$ cat src/hdl/ppmce_pkg.sv
package ppmce_pkg;

  // Register bus geometry.
  localparam int unsigned BUS_DW = 32;               // Data width of the register bus.
  localparam int unsigned BUS_AW = 8;                // Byte address width of the register bus.
  localparam int unsigned BUS_BE = BUS_DW / 8;       // Byte enables per word.

  // Register byte offsets.
  localparam logic [7:0] OFS_CTRL     = 8'h00;       // Mode and reporting controls.
  localparam logic [7:0] OFS_FUNC_EN  = 8'h04;       // Per-function enable bits.
  localparam logic [7:0] OFS_AER_COR  = 8'h08;       // Per-function corrected internal error status.
  localparam logic [7:0] OFS_DEV_STAT = 8'h0C;       // Per-function correctable error detected status.
  localparam logic [7:0] OFS_LINK_CAP = 8'h10;       // Link capabilities, read only.
  localparam logic [7:0] OFS_PM_STAT  = 8'h14;       // Power change handshake status, read only.

  // Control register fields and reset value.
  localparam int unsigned CTRL_EP_MODE_BIT  = 0;     // Endpoint mode enable.
  localparam int unsigned CTRL_MSG_EN_BIT   = 1;     // Correctable error message signaling enable.
  localparam int unsigned CTRL_COR_MASK_BIT = 2;     // Mask for the corrected internal error.
  localparam int unsigned CTRL_W            = 3;     // Implemented control bits.
  localparam logic [2:0]  CTRL_RESET        = 3'h1;  // Endpoint mode, messages off, unmasked.

  // Link capabilities field placement.
  localparam int unsigned LINK_CAP_PORT_LSB = 24;    // Port number sits in the top byte.

  // Power handshake status fields.
  localparam int unsigned PM_REQ_BIT    = 0;         // Change request pending.
  localparam int unsigned PM_VF_BIT     = 1;         // Pending target is a virtual function.
  localparam int unsigned PM_STATE_LSB  = 2;         // Pending target state, two bits.
  localparam int unsigned PM_FUNC_LSB   = 8;         // Pending function number, eight bits.

  // Power state encodings as carried in the power management control field.
  localparam logic [1:0] DSTATE_D0 = 2'h0;           // Fully on.
  localparam logic [1:0] DSTATE_D1 = 2'h1;           // Light sleep.
  localparam logic [1:0] DSTATE_D2 = 2'h2;           // Deeper sleep.
  localparam logic [1:0] DSTATE_D3 = 2'h3;           // Hot off.

  // Handshake sequencer states.
  typedef enum logic [0:0] {
    PS_IDLE,
    PS_WAIT_ACK
  } ppmce_pm_state_t;

endpackage

$ cat src/hdl/ppmce_dstate_bank.sv
// Holds the current power state of a set of functions, one two-bit entry each.
module ppmce_dstate_bank
  import ppmce_pkg::*;
#(
  parameter int unsigned COUNT = 4                   // Number of functions held.
) (
  input  wire logic                 clk_in,          // Core clock.
  input  wire logic                 rst_in,          // Asynchronous reset, active high.
  input  wire logic                 we_in,           // Write strobe, one cycle.
  input  wire logic [7:0]           idx_in,          // Function number to update.
  input  wire logic [1:0]           val_in,          // New power state.
  output logic      [2*COUNT-1:0]   state_out        // All states, entry i at bits 2i+1:2i.
);

  if (COUNT < 1 || COUNT > 256) begin : g_bad_count
    $error("COUNT must lie between 1 and 256.");
  end

  logic [2*COUNT-1:0] state_q;                       // Registered states.
  logic [2*COUNT-1:0] state_d;                       // Next states.

  // An out-of-range function number leaves every entry untouched.
  always_comb begin
    state_d = state_q;
    for (int i = 0; i < COUNT; i++) begin
      if (we_in && (idx_in == 8'(i))) begin
        state_d[2*i +: 2] = val_in;
      end
    end
  end

  // Every function comes out of reset in D0.
  always_ff @(posedge clk_in or posedge rst_in) begin
    if (rst_in) begin
      state_q <= {COUNT{DSTATE_D0}};
    end else begin
      state_q <= state_d;
    end
  end

  assign state_out = state_q;

endmodule

$ cat src/hdl/ppmce_ctrl.sv
// Power state change handshake and correctable error reporting, with an Avalon-MM register slave.
//
// Decided for this implementation: register access over Avalon-MM and the address map.
module ppmce_ctrl
  import ppmce_pkg::*;
#(
  parameter int unsigned NUM_PF       = 4,           // Physical functions.
  parameter int unsigned NUM_VF       = 8,           // Virtual functions.
  parameter logic [23:0] LINK_CAP_LOW = 24'h000000   // Link capability bits below the port number.
) (
  input  wire logic                  SYS_CLK_IN,          // Core clock, 20 MHz.
  input  wire logic                  RST_IN,              // Asynchronous reset, active high.
  // Register bus.
  input  wire logic [BUS_AW-1:0]     AVS_ADDRESS_IN,      // Byte address.
  input  wire logic                  AVS_READ_IN,         // Read request.
  input  wire logic                  AVS_WRITE_IN,        // Write request.
  input  wire logic [BUS_DW-1:0]     AVS_WRITEDATA_IN,    // Write data.
  input  wire logic [BUS_BE-1:0]     AVS_BYTEENABLE_IN,   // Write byte lanes.
  output logic      [BUS_DW-1:0]     AVS_READDATA_OUT,    // Read data.
  output logic                       AVS_WAITREQUEST_OUT, // Slave stall.
  // Configuration engine side.
  input  wire logic                  CFG_PM_WR_IN,        // Power control field written, one cycle.
  input  wire logic [7:0]            CFG_PM_FUNC_IN,      // Function number of that write.
  input  wire logic                  CFG_PM_IS_VF_IN,     // That write targets a virtual function.
  input  wire logic [1:0]            CFG_PM_DSTATE_IN,    // Power state written.
  output logic                       CFG_CPL_HOLD_OUT,    // Completions must be withheld.
  input  wire logic [NUM_PF-1:0]     CORE_COR_ERR_IN,     // Core-detected correctable error per PF.
  // User application side.
  output logic                       PM_CHANGE_REQ_OUT,   // Power state change request.
  input  wire logic                  PM_CHANGE_ACK_IN,    // User acknowledge.
  output logic      [7:0]            EXT_FUNC_NUM_OUT,    // Function under change.
  output logic      [2*NUM_PF-1:0]   PF_DSTATE_OUT,       // Physical function power states.
  output logic      [2*NUM_VF-1:0]   VF_DSTATE_OUT,       // Virtual function power states.
  input  wire logic [7:0]            LINK_CAP_PORT_NUM_IN,// Port number for link capabilities.
  input  wire logic                  ERR_COR_IN,          // User correctable error, one cycle.
  output logic                       ERR_COR_DET_OUT,     // Correctable error detected, one cycle.
  output logic                       ERR_COR_MSG_OUT      // Correctable error message send, one cycle.
);

  // Refuse counts the registers cannot carry.
  if (NUM_PF < 1 || NUM_PF > BUS_DW) begin : g_bad_pf
    $error("NUM_PF must lie between 1 and the bus width.");
  end
  if (NUM_VF < 1 || NUM_VF > 256) begin : g_bad_vf
    $error("NUM_VF must lie between 1 and 256.");
  end

  // Merges write data into an old value by byte lane.
  function automatic logic [BUS_DW-1:0] be_merge(input logic [BUS_DW-1:0] old_v,
                                                 input logic [BUS_DW-1:0] new_v,
                                                 input logic [BUS_BE-1:0] be);
    logic [BUS_DW-1:0] res;
    res = old_v;
    for (int b = 0; b < BUS_BE; b++) begin
      if (be[b]) begin
        res[8*b +: 8] = new_v[8*b +: 8];
      end
    end
    return res;
  endfunction

  // Widens a per-function vector to a bus word, upper bits zero.
  function automatic logic [BUS_DW-1:0] pf_word(input logic [NUM_PF-1:0] v);
    logic [BUS_DW-1:0] res;
    res = '0;
    res[NUM_PF-1:0] = v;
    return res;
  endfunction

  // Handshake state.
  ppmce_pm_state_t   ps_q;                           // Sequencer state.
  ppmce_pm_state_t   ps_d;                           // Next sequencer state.
  logic [7:0]        pend_func_q;                    // Function awaiting acknowledge.
  logic [7:0]        pend_func_d;                    // Next pending function.
  logic              pend_vf_q;                      // Pending target is virtual.
  logic              pend_vf_d;                      // Next pending kind.
  logic [1:0]        pend_state_q;                   // Pending target state.
  logic [1:0]        pend_state_d;                   // Next pending target state.
  logic              req_q;                          // Registered change request.
  logic              req_d;                          // Next change request.
  logic              hold_q;                         // Registered completion hold.
  logic              pf_we;                          // Physical state bank write.
  logic              vf_we;                          // Virtual state bank write.
  logic [7:0]        bank_idx;                       // Bank write function number.
  logic [1:0]        bank_val;                       // Bank write state.

  // Error reporting state.
  logic [CTRL_W-1:0] ctrl_q;                         // Control register.
  logic [CTRL_W-1:0] ctrl_d;                         // Next control value.
  logic [NUM_PF-1:0] func_en_q;                      // Function enables.
  logic [NUM_PF-1:0] func_en_d;                      // Next function enables.
  logic [NUM_PF-1:0] aer_cor_q;                      // Corrected internal error status.
  logic [NUM_PF-1:0] aer_cor_d;                      // Next corrected internal error status.
  logic [NUM_PF-1:0] dev_stat_q;                     // Correctable error detected status.
  logic [NUM_PF-1:0] dev_stat_d;                     // Next detected status.
  logic              det_q;                          // Registered detect pulse.
  logic              det_d;                          // Next detect pulse.
  logic              msg_q;                          // Registered message pulse.
  logic              msg_d;                          // Next message pulse.
  logic [NUM_PF-1:0] user_hit;                       // Functions touched by a user error.
  logic [NUM_PF-1:0] core_hit;                       // Functions touched by a core error.
  logic [NUM_PF-1:0] reported;                       // Unmasked new errors per function.
  logic [BUS_DW-1:0] ctrl_wr;                        // Control word after a write merge.
  logic [BUS_DW-1:0] func_en_wr;                     // Enable word after a write merge.

  // Bus state.
  logic              wait_q;                         // Registered waitrequest.
  logic              wait_d;                         // Next waitrequest.
  logic [BUS_DW-1:0] rdata_q;                        // Registered read data.
  logic [BUS_DW-1:0] rdata_d;                        // Next read data.
  logic              wr_fire;                        // Write completes this cycle.
  logic [BUS_DW-1:0] wr_word;                        // Write data gated by byte lanes.
  logic [BUS_DW-1:0] link_cap;                       // Link capabilities word.
  logic [BUS_DW-1:0] pm_stat;                        // Handshake status word.

  // Handshake sequencer: D1 and D3 wait for the user, D0 and D2 apply at once.
  always_comb begin
    ps_d         = ps_q;
    pend_func_d  = pend_func_q;
    pend_vf_d    = pend_vf_q;
    pend_state_d = pend_state_q;
    pf_we        = 1'b0;
    vf_we        = 1'b0;
    bank_idx     = CFG_PM_FUNC_IN;
    bank_val     = CFG_PM_DSTATE_IN;
    unique case (ps_q)
      // Idle: look at each power control write as it arrives.
      PS_IDLE: begin
        if (CFG_PM_WR_IN) begin
          if (CFG_PM_DSTATE_IN == DSTATE_D1 || CFG_PM_DSTATE_IN == DSTATE_D3) begin
            ps_d         = PS_WAIT_ACK;
            pend_func_d  = CFG_PM_FUNC_IN;
            pend_vf_d    = CFG_PM_IS_VF_IN;
            pend_state_d = CFG_PM_DSTATE_IN;
          end else begin
            // D0 or D2, so the user need not be asked.
            pf_we = ~CFG_PM_IS_VF_IN;
            vf_we = CFG_PM_IS_VF_IN;
          end
        end
      end
      // Waiting: further writes are ignored until the user answers.
      PS_WAIT_ACK: begin
        // The bank is written from the captured request, not the live inputs.
        bank_idx = pend_func_q;
        bank_val = pend_state_q;
        if (PM_CHANGE_ACK_IN) begin
          ps_d  = PS_IDLE;
          pf_we = ~pend_vf_q;
          vf_we = pend_vf_q;
        end
      end
    endcase
    // The request is decoded from the state, so it cannot drop before the answer.
    req_d = (ps_d == PS_WAIT_ACK);
  end

  // Registers the handshake; the hold follows the request cycle for cycle.
  always_ff @(posedge SYS_CLK_IN or posedge RST_IN) begin
    if (RST_IN) begin
      // Idle, no request pending, nothing withheld.
      ps_q         <= PS_IDLE;
      pend_func_q  <= 8'h00;
      pend_vf_q    <= 1'b0;
      pend_state_q <= DSTATE_D0;
      req_q        <= 1'b0;
      hold_q       <= 1'b0;
    end else begin
      ps_q         <= ps_d;
      pend_func_q  <= pend_func_d;
      pend_vf_q    <= pend_vf_d;
      pend_state_q <= pend_state_d;
      req_q        <= req_d;
      hold_q       <= req_d;
    end
  end

  // Physical function power states.
  ppmce_dstate_bank #(
    .COUNT     (NUM_PF)
  ) u_pf_bank (
    .clk_in    (SYS_CLK_IN),
    .rst_in    (RST_IN),
    .we_in     (pf_we),
    .idx_in    (bank_idx),
    .val_in    (bank_val),
    .state_out (PF_DSTATE_OUT)
  );

  // Virtual function power states.
  ppmce_dstate_bank #(
    .COUNT     (NUM_VF)
  ) u_vf_bank (
    .clk_in    (SYS_CLK_IN),
    .rst_in    (RST_IN),
    .we_in     (vf_we),
    .idx_in    (bank_idx),
    .val_in    (bank_val),
    .state_out (VF_DSTATE_OUT)
  );

  // Register slave: one wait cycle, then the answer; writes act on the answer edge.
  always_comb begin
    wait_d   = 1'b1;
    rdata_d  = rdata_q;
    wr_fire  = AVS_WRITE_IN && !wait_q;
    wr_word  = be_merge('0, AVS_WRITEDATA_IN, AVS_BYTEENABLE_IN);
    link_cap = {LINK_CAP_PORT_NUM_IN, LINK_CAP_LOW};
    // The status word shows the pending handshake to software.
    pm_stat  = '0;
    pm_stat[PM_REQ_BIT]            = req_q;
    pm_stat[PM_VF_BIT]             = pend_vf_q;
    pm_stat[PM_STATE_LSB +: 2]     = pend_state_q;
    pm_stat[PM_FUNC_LSB +: 8]      = pend_func_q;
    // Answer only from the stalled state, so each access gets one wait cycle.
    if ((AVS_READ_IN || AVS_WRITE_IN) && wait_q) begin
      wait_d = 1'b0;
      // Read data is captured here and stands until the next read.
      if (AVS_READ_IN) begin
        unique case (AVS_ADDRESS_IN)
          OFS_CTRL:     rdata_d = BUS_DW'(ctrl_q);
          OFS_FUNC_EN:  rdata_d = pf_word(func_en_q);
          OFS_AER_COR:  rdata_d = pf_word(aer_cor_q);
          OFS_DEV_STAT: rdata_d = pf_word(dev_stat_q);
          OFS_LINK_CAP: rdata_d = link_cap;
          OFS_PM_STAT:  rdata_d = pm_stat;
          default:      rdata_d = '0;                 // Unmapped reads return zero.
        endcase
      end
    end
  end

  // Error reporting and control registers; hardware sets win over software clears.
  always_comb begin
    ctrl_d     = ctrl_q;
    func_en_d  = func_en_q;
    // A user error touches every enabled function alike, never one alone.
    user_hit   = ERR_COR_IN ? func_en_q : '0;
    // A core error touches only the function that saw it, if enabled.
    core_hit   = CORE_COR_ERR_IN & func_en_q;
    // Merge the write into whole words first, then keep the implemented bits.
    ctrl_wr    = be_merge(BUS_DW'(ctrl_q), AVS_WRITEDATA_IN, AVS_BYTEENABLE_IN);
    func_en_wr = be_merge(pf_word(func_en_q), AVS_WRITEDATA_IN, AVS_BYTEENABLE_IN);
    if (wr_fire && AVS_ADDRESS_IN == OFS_CTRL) begin
      // Software changes mode, message enable and mask together.
      ctrl_d = ctrl_wr[CTRL_W-1:0];
    end
    if (wr_fire && AVS_ADDRESS_IN == OFS_FUNC_EN) begin
      // Disabled functions neither log status nor count for messages.
      func_en_d = func_en_wr[NUM_PF-1:0];
    end
    aer_cor_d  = aer_cor_q;
    dev_stat_d = dev_stat_q;
    if (wr_fire && AVS_ADDRESS_IN == OFS_AER_COR) begin
      aer_cor_d = aer_cor_q & ~wr_word[NUM_PF-1:0];   // Write one to clear.
    end
    if (wr_fire && AVS_ADDRESS_IN == OFS_DEV_STAT) begin
      dev_stat_d = dev_stat_q & ~wr_word[NUM_PF-1:0]; // Write one to clear.
    end
    // Sets are applied after clears, so a set in the same cycle wins.
    aer_cor_d  = aer_cor_d | user_hit;
    dev_stat_d = dev_stat_d | user_hit | core_hit;
    // A masked internal error still logs status but is not signaled.
    reported   = (ctrl_q[CTRL_COR_MASK_BIT] ? '0 : user_hit) | core_hit;
    det_d      = ctrl_q[CTRL_EP_MODE_BIT] && (|reported);
    // One message for the whole device, never one per function.
    msg_d      = ERR_COR_IN && (|func_en_q) && !ctrl_q[CTRL_COR_MASK_BIT]
                 && ctrl_q[CTRL_MSG_EN_BIT];
  end

  // Registers the bus answer, controls, status and error pulses.
  always_ff @(posedge SYS_CLK_IN or posedge RST_IN) begin
    if (RST_IN) begin
      wait_q     <= 1'b1;
      rdata_q    <= '0;
      ctrl_q     <= CTRL_RESET;
      // Every function starts enabled.
      func_en_q  <= '1;
      aer_cor_q  <= '0;
      dev_stat_q <= '0;
      det_q      <= 1'b0;
      msg_q      <= 1'b0;
    end else begin
      wait_q     <= wait_d;
      rdata_q    <= rdata_d;
      ctrl_q     <= ctrl_d;
      func_en_q  <= func_en_d;
      aer_cor_q  <= aer_cor_d;
      dev_stat_q <= dev_stat_d;
      det_q      <= det_d;
      msg_q      <= msg_d;
    end
  end

  // Outputs come straight from flip-flops.
  assign AVS_READDATA_OUT    = rdata_q;
  assign AVS_WAITREQUEST_OUT = wait_q;
  // The hold is a registered copy of the request, so both change on one edge.
  assign CFG_CPL_HOLD_OUT    = hold_q;
  assign PM_CHANGE_REQ_OUT   = req_q;
  assign EXT_FUNC_NUM_OUT    = pend_func_q;
  assign ERR_COR_DET_OUT     = det_q;
  assign ERR_COR_MSG_OUT     = msg_q;

endmodule

$ cat config.mk
export PLATFORM = sky130hd
export DESIGN_NAME = ppmce_ctrl
export DESIGN_NICKNAME = d
export VERILOG_FILES = /design/src/hdl/ppmce_pkg.sv /design/src/hdl/ppmce_dstate_bank.sv /design/src/hdl/ppmce_ctrl.sv
export SDC_FILE = /design/constraint.sdc
export NUM_CORES = 1
export LEC_CHECK = 0
export ABC_CLOCK_PERIOD_IN_PS = 2800
export BUFFER_PORTS_ARGS = -buffer_cell sky130_fd_sc_hd__buf_2
export CAP_MARGIN = 5
export CORE_MARGIN = 5
export CORE_UTILIZATION = 48
export CTS_CLUSTER_DIAMETER = 30
export DETAILED_ROUTE_END_ITERATION = 7
export GPL_ROUTABILITY_DRIVEN = 0
export MAX_ROUTING_LAYER = met4
export PLACE_DENSITY = 0.78
export SETUP_SLACK_MARGIN = 0.02
export SLEW_MARGIN = 30
export SYNTH_ARGS = -nofsm -noshare
export SYNTH_HDL_FRONTEND = slang
export SYNTH_SLANG_ARGS = --single-unit
export TNS_END_PERCENT = 30
$ cat constraint.sdc
create_clock -name SYS_CLK_IN -period 2.8 [get_ports SYS_CLK_IN]
set_clock_uncertainty 0.05 [all_clocks]
set_input_delay 0.7 -clock SYS_CLK_IN [delete_from_list [all_inputs] [get_ports SYS_CLK_IN]]
set_output_delay 0.7 -clock SYS_CLK_IN [all_outputs]
set_load 0.01 [all_outputs]
==> results of run 1 <==
==> final timing paths <==
path	startpoint	end	slack, ns
worst min-delay path	RST_IN	aer_cor_q[2]	0.34
worst min register to register	AVS_READDATA_OUT[2]	AVS_READDATA_OUT[2]	0.43
min in group SYS_CLK_IN	AVS_READDATA_OUT[2]	AVS_READDATA_OUT[2]	0.43
max in group asynchronous	RST_IN	func_en_q[0]	1.69
worst max-delay path	AVS_ADDRESS_IN[5]	ctrl_q[1]	0.28
worst max register to register	CFG_CPL_HOLD_OUT	u_pf_bank.state_out[4]	0.58
==> layer usage <==
layer / GRT usage [%] / vias to the layer above / part of all wire (%)
li1: - / 1180 / -
met1: 23.8 / 1214 / 43
met2: 29.5 / 101 / 48
met3: 4.57 / 8 / 8.0
met4: 6.50 / 0 / 1.2
met5: - / - / 0
==> synth_stat cells, types with 2 or more instances <==
library cell  count  area [µm²]
a221o_1           4        40.0
nor3_1            3        15.0
nand2b_1          2        12.5
nand3_1          18        90.1
o22ai_1           3        18.8
or4_1             2        15.0
mux2_2           49         552
nor3b_1           2        15.0
or4b_2            2        20.0
a21oi_1           4        20.0
dfrtp_1          68        1700
buf_1             2        7.51
nand2_1          10        37.5
inv_1             4        15.0
o21ai_0          12        60.1
buf_4            13        97.6
clkbuf_1         11        41.3
and4_1            2        17.5
nor2b_1           5        31.3
mux2i_1           3        30.0
nand3b_1          3        22.5
a22o_1           20         175
dfstp_2           6         158
and3b_1           2        17.5
nor2_1            5        18.8
==> sequential cells by signal, indices dropped and copies added (netlist names) <==
register             cells
func_en_q                4
AVS_WAITREQUEST_OUT      1
aer_cor_q                4
pend_state_q             2
CFG_CPL_HOLD_OUT         1
EXT_FUNC_NUM_OUT         8
pend_vf_q                1
u_vf_bank.state_out     16
ERR_COR_DET_OUT          1
ctrl_q                   3
u_pf_bank.state_out      8
AVS_READDATA_OUT        20
dev_stat_q               4
ERR_COR_MSG_OUT          1
==> cell families (layout without fill, tap and decap cells) <==
logic type,count (synthesis),after routing,synth area share (%)
compound gates,49,49,10.8
other cells,1,12,0.112
mux,53,53,18.0
simple gates,61,61,10.8
flops,74,74,55.3
buf+inv,31,129,4.95
==> power breakdown <==
group	switching (W)	internal (W)	total [W]	leakage (nW)
sequential	0.0000552	0.00114	0.00120	0.957
clock	0.000384	0.000573	0.000957	0.119
combinational	0.000195	0.000159	0.000354	1.07
total	0.000634	0.00188	0.00251	2.15
==> placed cells by master (no fill, tap or decap), types with 2 or more instances in the layout <==
cell type  instances
a21oi_1            4
a221o_1            4
a22o_1            20
and3b_1            2
and4_1             2
buf_2             99
buf_4              9
bufinv_16          2
clkbuf_8          12
conb_1            12
dfrtp_1           68
dfstp_2            6
inv_1              3
mux2_2            49
mux2i_1            3
nand2_1           10
nand2b_1           2
nand3_1           18
nand3b_1           3
nor2_1             5
nor2b_1            5
nor3_1             3
nor3b_1            2
o21ai_0           12
o22ai_1            3
or4_1              2
or4b_2             2
==> cell type report <==
class                      count  area [µm²]
fill                         551        2600
sequential                    74        1860
multi-input combinational    175        1380
timing repair buffer         109         583
clock buffer                  12         165
tap                           96         120
clock inverter                 4        72.6
inverter                       4        15.0
==> per-stage QoR <==
step	cell area (µm²)	power [W]	hold slack (ns)
finish	4190	0.00251	0.336
global route	4190	0.00263	0.376
CTS	4190	0.00254	0.346
detailed placement	3950	0.00158	0.416
global placement	3950	0.00156	0.409
floorplan	3400	0.00143	0.402
==> results.yml, run 1 <==
clock_network:
  post-cts-setup-buffer-count: 0
  cts_tree: "yes"
  clk_pin_slew_ns: 0.08
  postCtsHoldBufs: 0
  post_cts_resized: 0
  insertion_delay_ns: 0.34
  cts_buffers: 9
  htreeDepth: 3
  cts-root-buf: "clkbuf_8"
  clkSinkCount: 74
  cts_max_path_buffers: 2
die:
  boundaryPins: 143
  core-area_mm2: 0.00679
  die_w_um: 93.7
  die_area_mm2: 0.00878
  row_count: 30
  die_h_um: 93.7
  initial_utilization_pct: 49.5
global_routing:
  grt_max_degree: 53
  antenna_found_initial: 0
  grt_pass1_wl_um: 12700
  grt_usage_pct: 18.7
  grt_pass1_vias: 2619
  overflow: 0
cells_and_area:
  area_delta_synth_final_pct: 24.7
  n_antenna_cell: 0
  stdcell_count: 474
  num-nets-final: 447
  utilization_pct: 61.7
  drive_gt1_share_pct: 49.2
logic_synthesis:
  synth_edf_count: 0
  async_reset_ff_share_pct: 100
  synth_cells: 269
  ys.flop_type: "dfrtp_1"
  synth_seq_cells: 74
  syn_area_mm2: 0.00336
  syn_area_per_cell_um2: 12.5
  yosys_warnings: 0
  ys_seq_area_share_pct: 55.3
  synth_cell_types: 39
power_and_ir_drop:
  powerDensity_mw_per_mm2: 599
  p_leak_nw: 2.15
  vdd_drop_max_uv: 408
worst_setup_path:
  cpMostUsedCell: "buf_4"
  path_cells: "buf_2 -> or4_4 -> or4b_1 -> buf_4 -> nor3_1 -> buf_4 -> mux2_2"
  crit_arrival_ns: 2.70
  end_kind: "flip-flop"
  critPathBufInv: 3
  worst-path-stages: 7
  path_max_fanout: 4
  required_ns: 2.98
  crit_slowest_cell: "or4b_1"
  critical_path_class: "in -> reg"
  cp-start-kind: "input port"
  cpPeakStageDelay_ns: 0.56
  ff2ff_path_depth: 5
  critPathTopFamily: "simple AND/OR/NAND/NOR gates"
timing:
  period_share_pct: 90.0
  setup_tns_ns: 0
  worstMarginPinSlew_ns: 0.580
  finalSetupViolCount: 0
  relSlewSlack_pct: 61.3
  rsz0062_at_grt: "no"
  fmax_mhz: 397
  hold_viol_final: 0
  fin_crit_ns: 2.52
  final_max_slew_viol_count: 0
  timing.final.ws_setup_ns: 0.279
placement:
  dp_hpwl_um: 5800
  dp.cells: 458
  portBuffers: 99
  dp_slack_ns: -0.0552
status:
  status: "completed"
route:
  ant_nets: 0
  wl_um: 7890
  initialDrtViolationCount: 172
  num_vias: 2503
  drc_errors: 0
  viasPerCell: 5.28
  drt-pass1-iter-count: 6
  avgRoutedWirePerCell_um: 16.6
job:
  cap_violations: 0
worst_hold_path:
  min_path_type: "in -> async"
Note: power is estimated with default switching activity, not from simulation.
==> run 2: changes to the inputs <==
--- a/config.mk
+++ b/config.mk
@@ -9,15 +9,16 @@
 export BUFFER_PORTS_ARGS = -buffer_cell sky130_fd_sc_hd__buf_2
 export CAP_MARGIN = 5
 export CORE_MARGIN = 5
-export CORE_UTILIZATION = 48
+export CORE_UTILIZATION = 49
 export CTS_CLUSTER_DIAMETER = 30
 export DETAILED_ROUTE_END_ITERATION = 7
 export GPL_ROUTABILITY_DRIVEN = 0
 export MAX_ROUTING_LAYER = met4
-export PLACE_DENSITY = 0.78
+export PLACE_DENSITY = 0.79
 export SETUP_SLACK_MARGIN = 0.02
 export SLEW_MARGIN = 30
 export SYNTH_ARGS = -nofsm -noshare
 export SYNTH_HDL_FRONTEND = slang
+export SYNTH_HIERARCHICAL = 1
 export SYNTH_SLANG_ARGS = --single-unit
 export TNS_END_PERCENT = 30
==> results.yml, run 2 <==
global_routing:
  grt_max_degree: 28
  grt_pass1_vias: 2721
  grt_pass1_wl_um: 13200
  grt_usage_pct: 18.9
  antenna_found_initial: 2
  overflow: 0
timing:
  fin_crit_ns: 2.41
  hold_viol_final: 0
  finalSetupViolCount: 0
  period_share_pct: 86.2
  worstMarginPinSlew_ns: 0.635
  final_max_slew_viol_count: 0
  fmax_mhz: 414
  setup_tns_ns: 0
  relSlewSlack_pct: 57.3
  rsz0062_at_grt: "no"
job:
  cap_violations: 0
placement:
  dp_hpwl_um: 6130
  portBuffers: 99
die:
  die_w_um: 95.7
  die_area_mm2: 0.00917
  boundaryPins: 143
  die_h_um: 95.7
  core-area_mm2: 0.00721
  initial_utilization_pct: 49.9
  row_count: 31
route:
  viasPerCell: 5.17
  avgRoutedWirePerCell_um: 15.8
  drt-pass1-iter-count: 4
  ant_nets: 0
  initialDrtViolationCount: 111
  num_vias: 2661
  drc_errors: 0
  wl_um: 8130
logic_synthesis:
  yosysMostFrequentCell: "dfrtp_1"
  synth_edf_count: 0
  yosys.area.top_type: "dfrtp_1"
  synth_commonest_cells: "68 x dfrtp_1, 50 x nand2_1, 43 x mux2_2"
  netlist.area_leader.share_pct: 47.2
  synth_cell_types: 44
  ys_seq_area_share_pct: 51.6
  synthTopCellsByArea: "dfrtp_1 47%, mux2_2 13%, nand2_1 5.2%"
  async_reset_ff_share_pct: 100
  syn_area_per_cell_um2: 11.6
  ys.flop_type: "dfrtp_1"
  synth_cells: 310
  synth_seq_cells: 74
  yosys_warnings: 6
  syn_area_mm2: 0.00360
cells_and_area:
  area_delta_synth_final_pct: 20.2
  drive_gt1_share_pct: 45.2
  final_common_cell: "buf_2"
  final.fill_count: 595
  largest_reg_flops: 20
  num-nets-final: 483
  final_cell_mix: "99 x buf_2, 68 x dfrtp_1, 50 x nand2_1, 43 x mux2_2, 19 x o21ai_0"
  utilization_pct: 60.0
worst_setup_path:
  rr_startpoint: "CFG_CPL_HOLD_OUT"
  end_kind: "flip-flop"
  critical_path_class: "reg -> reg"
  crit_arrival_ns: 2.58
  reg2reg_to: "u_vf_bank/state_out[5]"
  reg2reg_slack_ns: 0.39
  ff2ff_path_depth: 4
  required_ns: 2.97
  path_max_fanout: 8
  cp-start-kind: "flip-flop"
clock_network:
  post_cts_resized: 0
  cts_max_path_buffers: 2
  cts-root-buf: "clkbuf_8"
  clkSinkCount: 74
  post-cts-setup-buffer-count: 0
  insertion_delay_ns: 0.34
  cts_tree: "yes"
  cts_buffers: 9
  htreeDepth: 3
  postCtsHoldBufs: 0
  clk_pin_slew_ns: 0.08
power_and_ir_drop:
  powerDensity_mw_per_mm2: 563
  p_leak_nw: 2.21
  vdd_drop_max_uv: 382
worst_hold_path:
  min_path_type: "in -> async"
status:
  status: "completed"
run 2: cell count changes after synthesis, moves of 4 or more:
cell,previous run,this run
a21bo_1,0,4
a221o_1,4,0
a22o_1,20,5
clkbuf_1,11,6
mux2_2,49,43
mux2_4,0,6
nand2_1,10,50
nand3_1,18,12
nor2b_1,5,0
o21ai_0,12,19
run 2: where the power goes:
part,internal (W),switching (W)
logic,0.000180,0.000223
clock network,0.000413,0.000404
registers,0.00115,0.0000666
total,0.00175,0.000693
run 2: worst max path at each step:
stage / startpoint / end / slack (ns) / cells after the start
after detailed placement: CFG_PM_FUNC_IN[5] / u_vf_bank/state_out[5] / 0.18 / 5
after floorplan: CFG_CPL_HOLD_OUT / u_vf_bank/state_out[6] / 0.13 / 6
after CTS: CFG_CPL_HOLD_OUT / u_vf_bank/state_out[5] / 0.34 / 4
after global placement: CFG_PM_FUNC_IN[5] / u_vf_bank/state_out[4] / 0.22 / 5
final: CFG_CPL_HOLD_OUT / u_vf_bank/state_out[5] / 0.39 / 4
after global routing: CFG_CPL_HOLD_OUT / u_vf_bank/state_out[5] / 0.28 / 4
run 2: cells by family after synthesis:
family | Yosys count | share of synthesized area, %
other cells | 1 | 0.104
buf+inv | 32 | 5.00
compound gates | 41 | 7.47
flops | 74 | 51.6
simple gates | 106 | 17.9
mux | 56 | 18.0
run 2: area by class of cell:
| type | instances | area, µm² | share of cell area (%) |
|---|---|---|---|
| multi-input combinational | 215 | 1600 | 37.0 |
| tap | 99 | 124 | 2.86 |
| clock buffer | 10 | 128 | 2.95 |
| inverter | 7 | 26.3 | 0.607 |
| sequential | 74 | 1860 | 42.9 |
| antenna | 2 | 5.00 | 0.116 |
| clock inverter | 6 | 66.3 | 1.53 |
| timing repair buffer | 102 | 518 | 12.0 |
run 2: worst max-delay path, stage by stage (launching register included):
cell     delay [ns]
dfrtp_1        0.53
mux2_2         0.40
or4_4          0.59
nor4_2         0.37
mux2_1         0.36
run 2: stage by stage:
step	total power, W	setup slack, ns	area [µm²]	hold slack [ns]	instances
floorplan	0.00150	0.130	3640	0.398	321
global placement	0.00163	0.223	4130	0.396	497
detailed placement	0.00165	0.183	4130	0.406	497
CTS	0.00247	0.335	4330	0.274	513
global route	0.00258	0.277	4330	0.290	515
finish	0.00244	0.386	4330	0.276	515
run 2: per-layer routing:
metal	up-vias	wire [µm]	GRT usage (%)
li1	1283	-	-
met2	102	3660	27.2
met1	1272	3610	25.8
met3	4	842	6.02
met4	0	26	5.09
met5	-	0	-
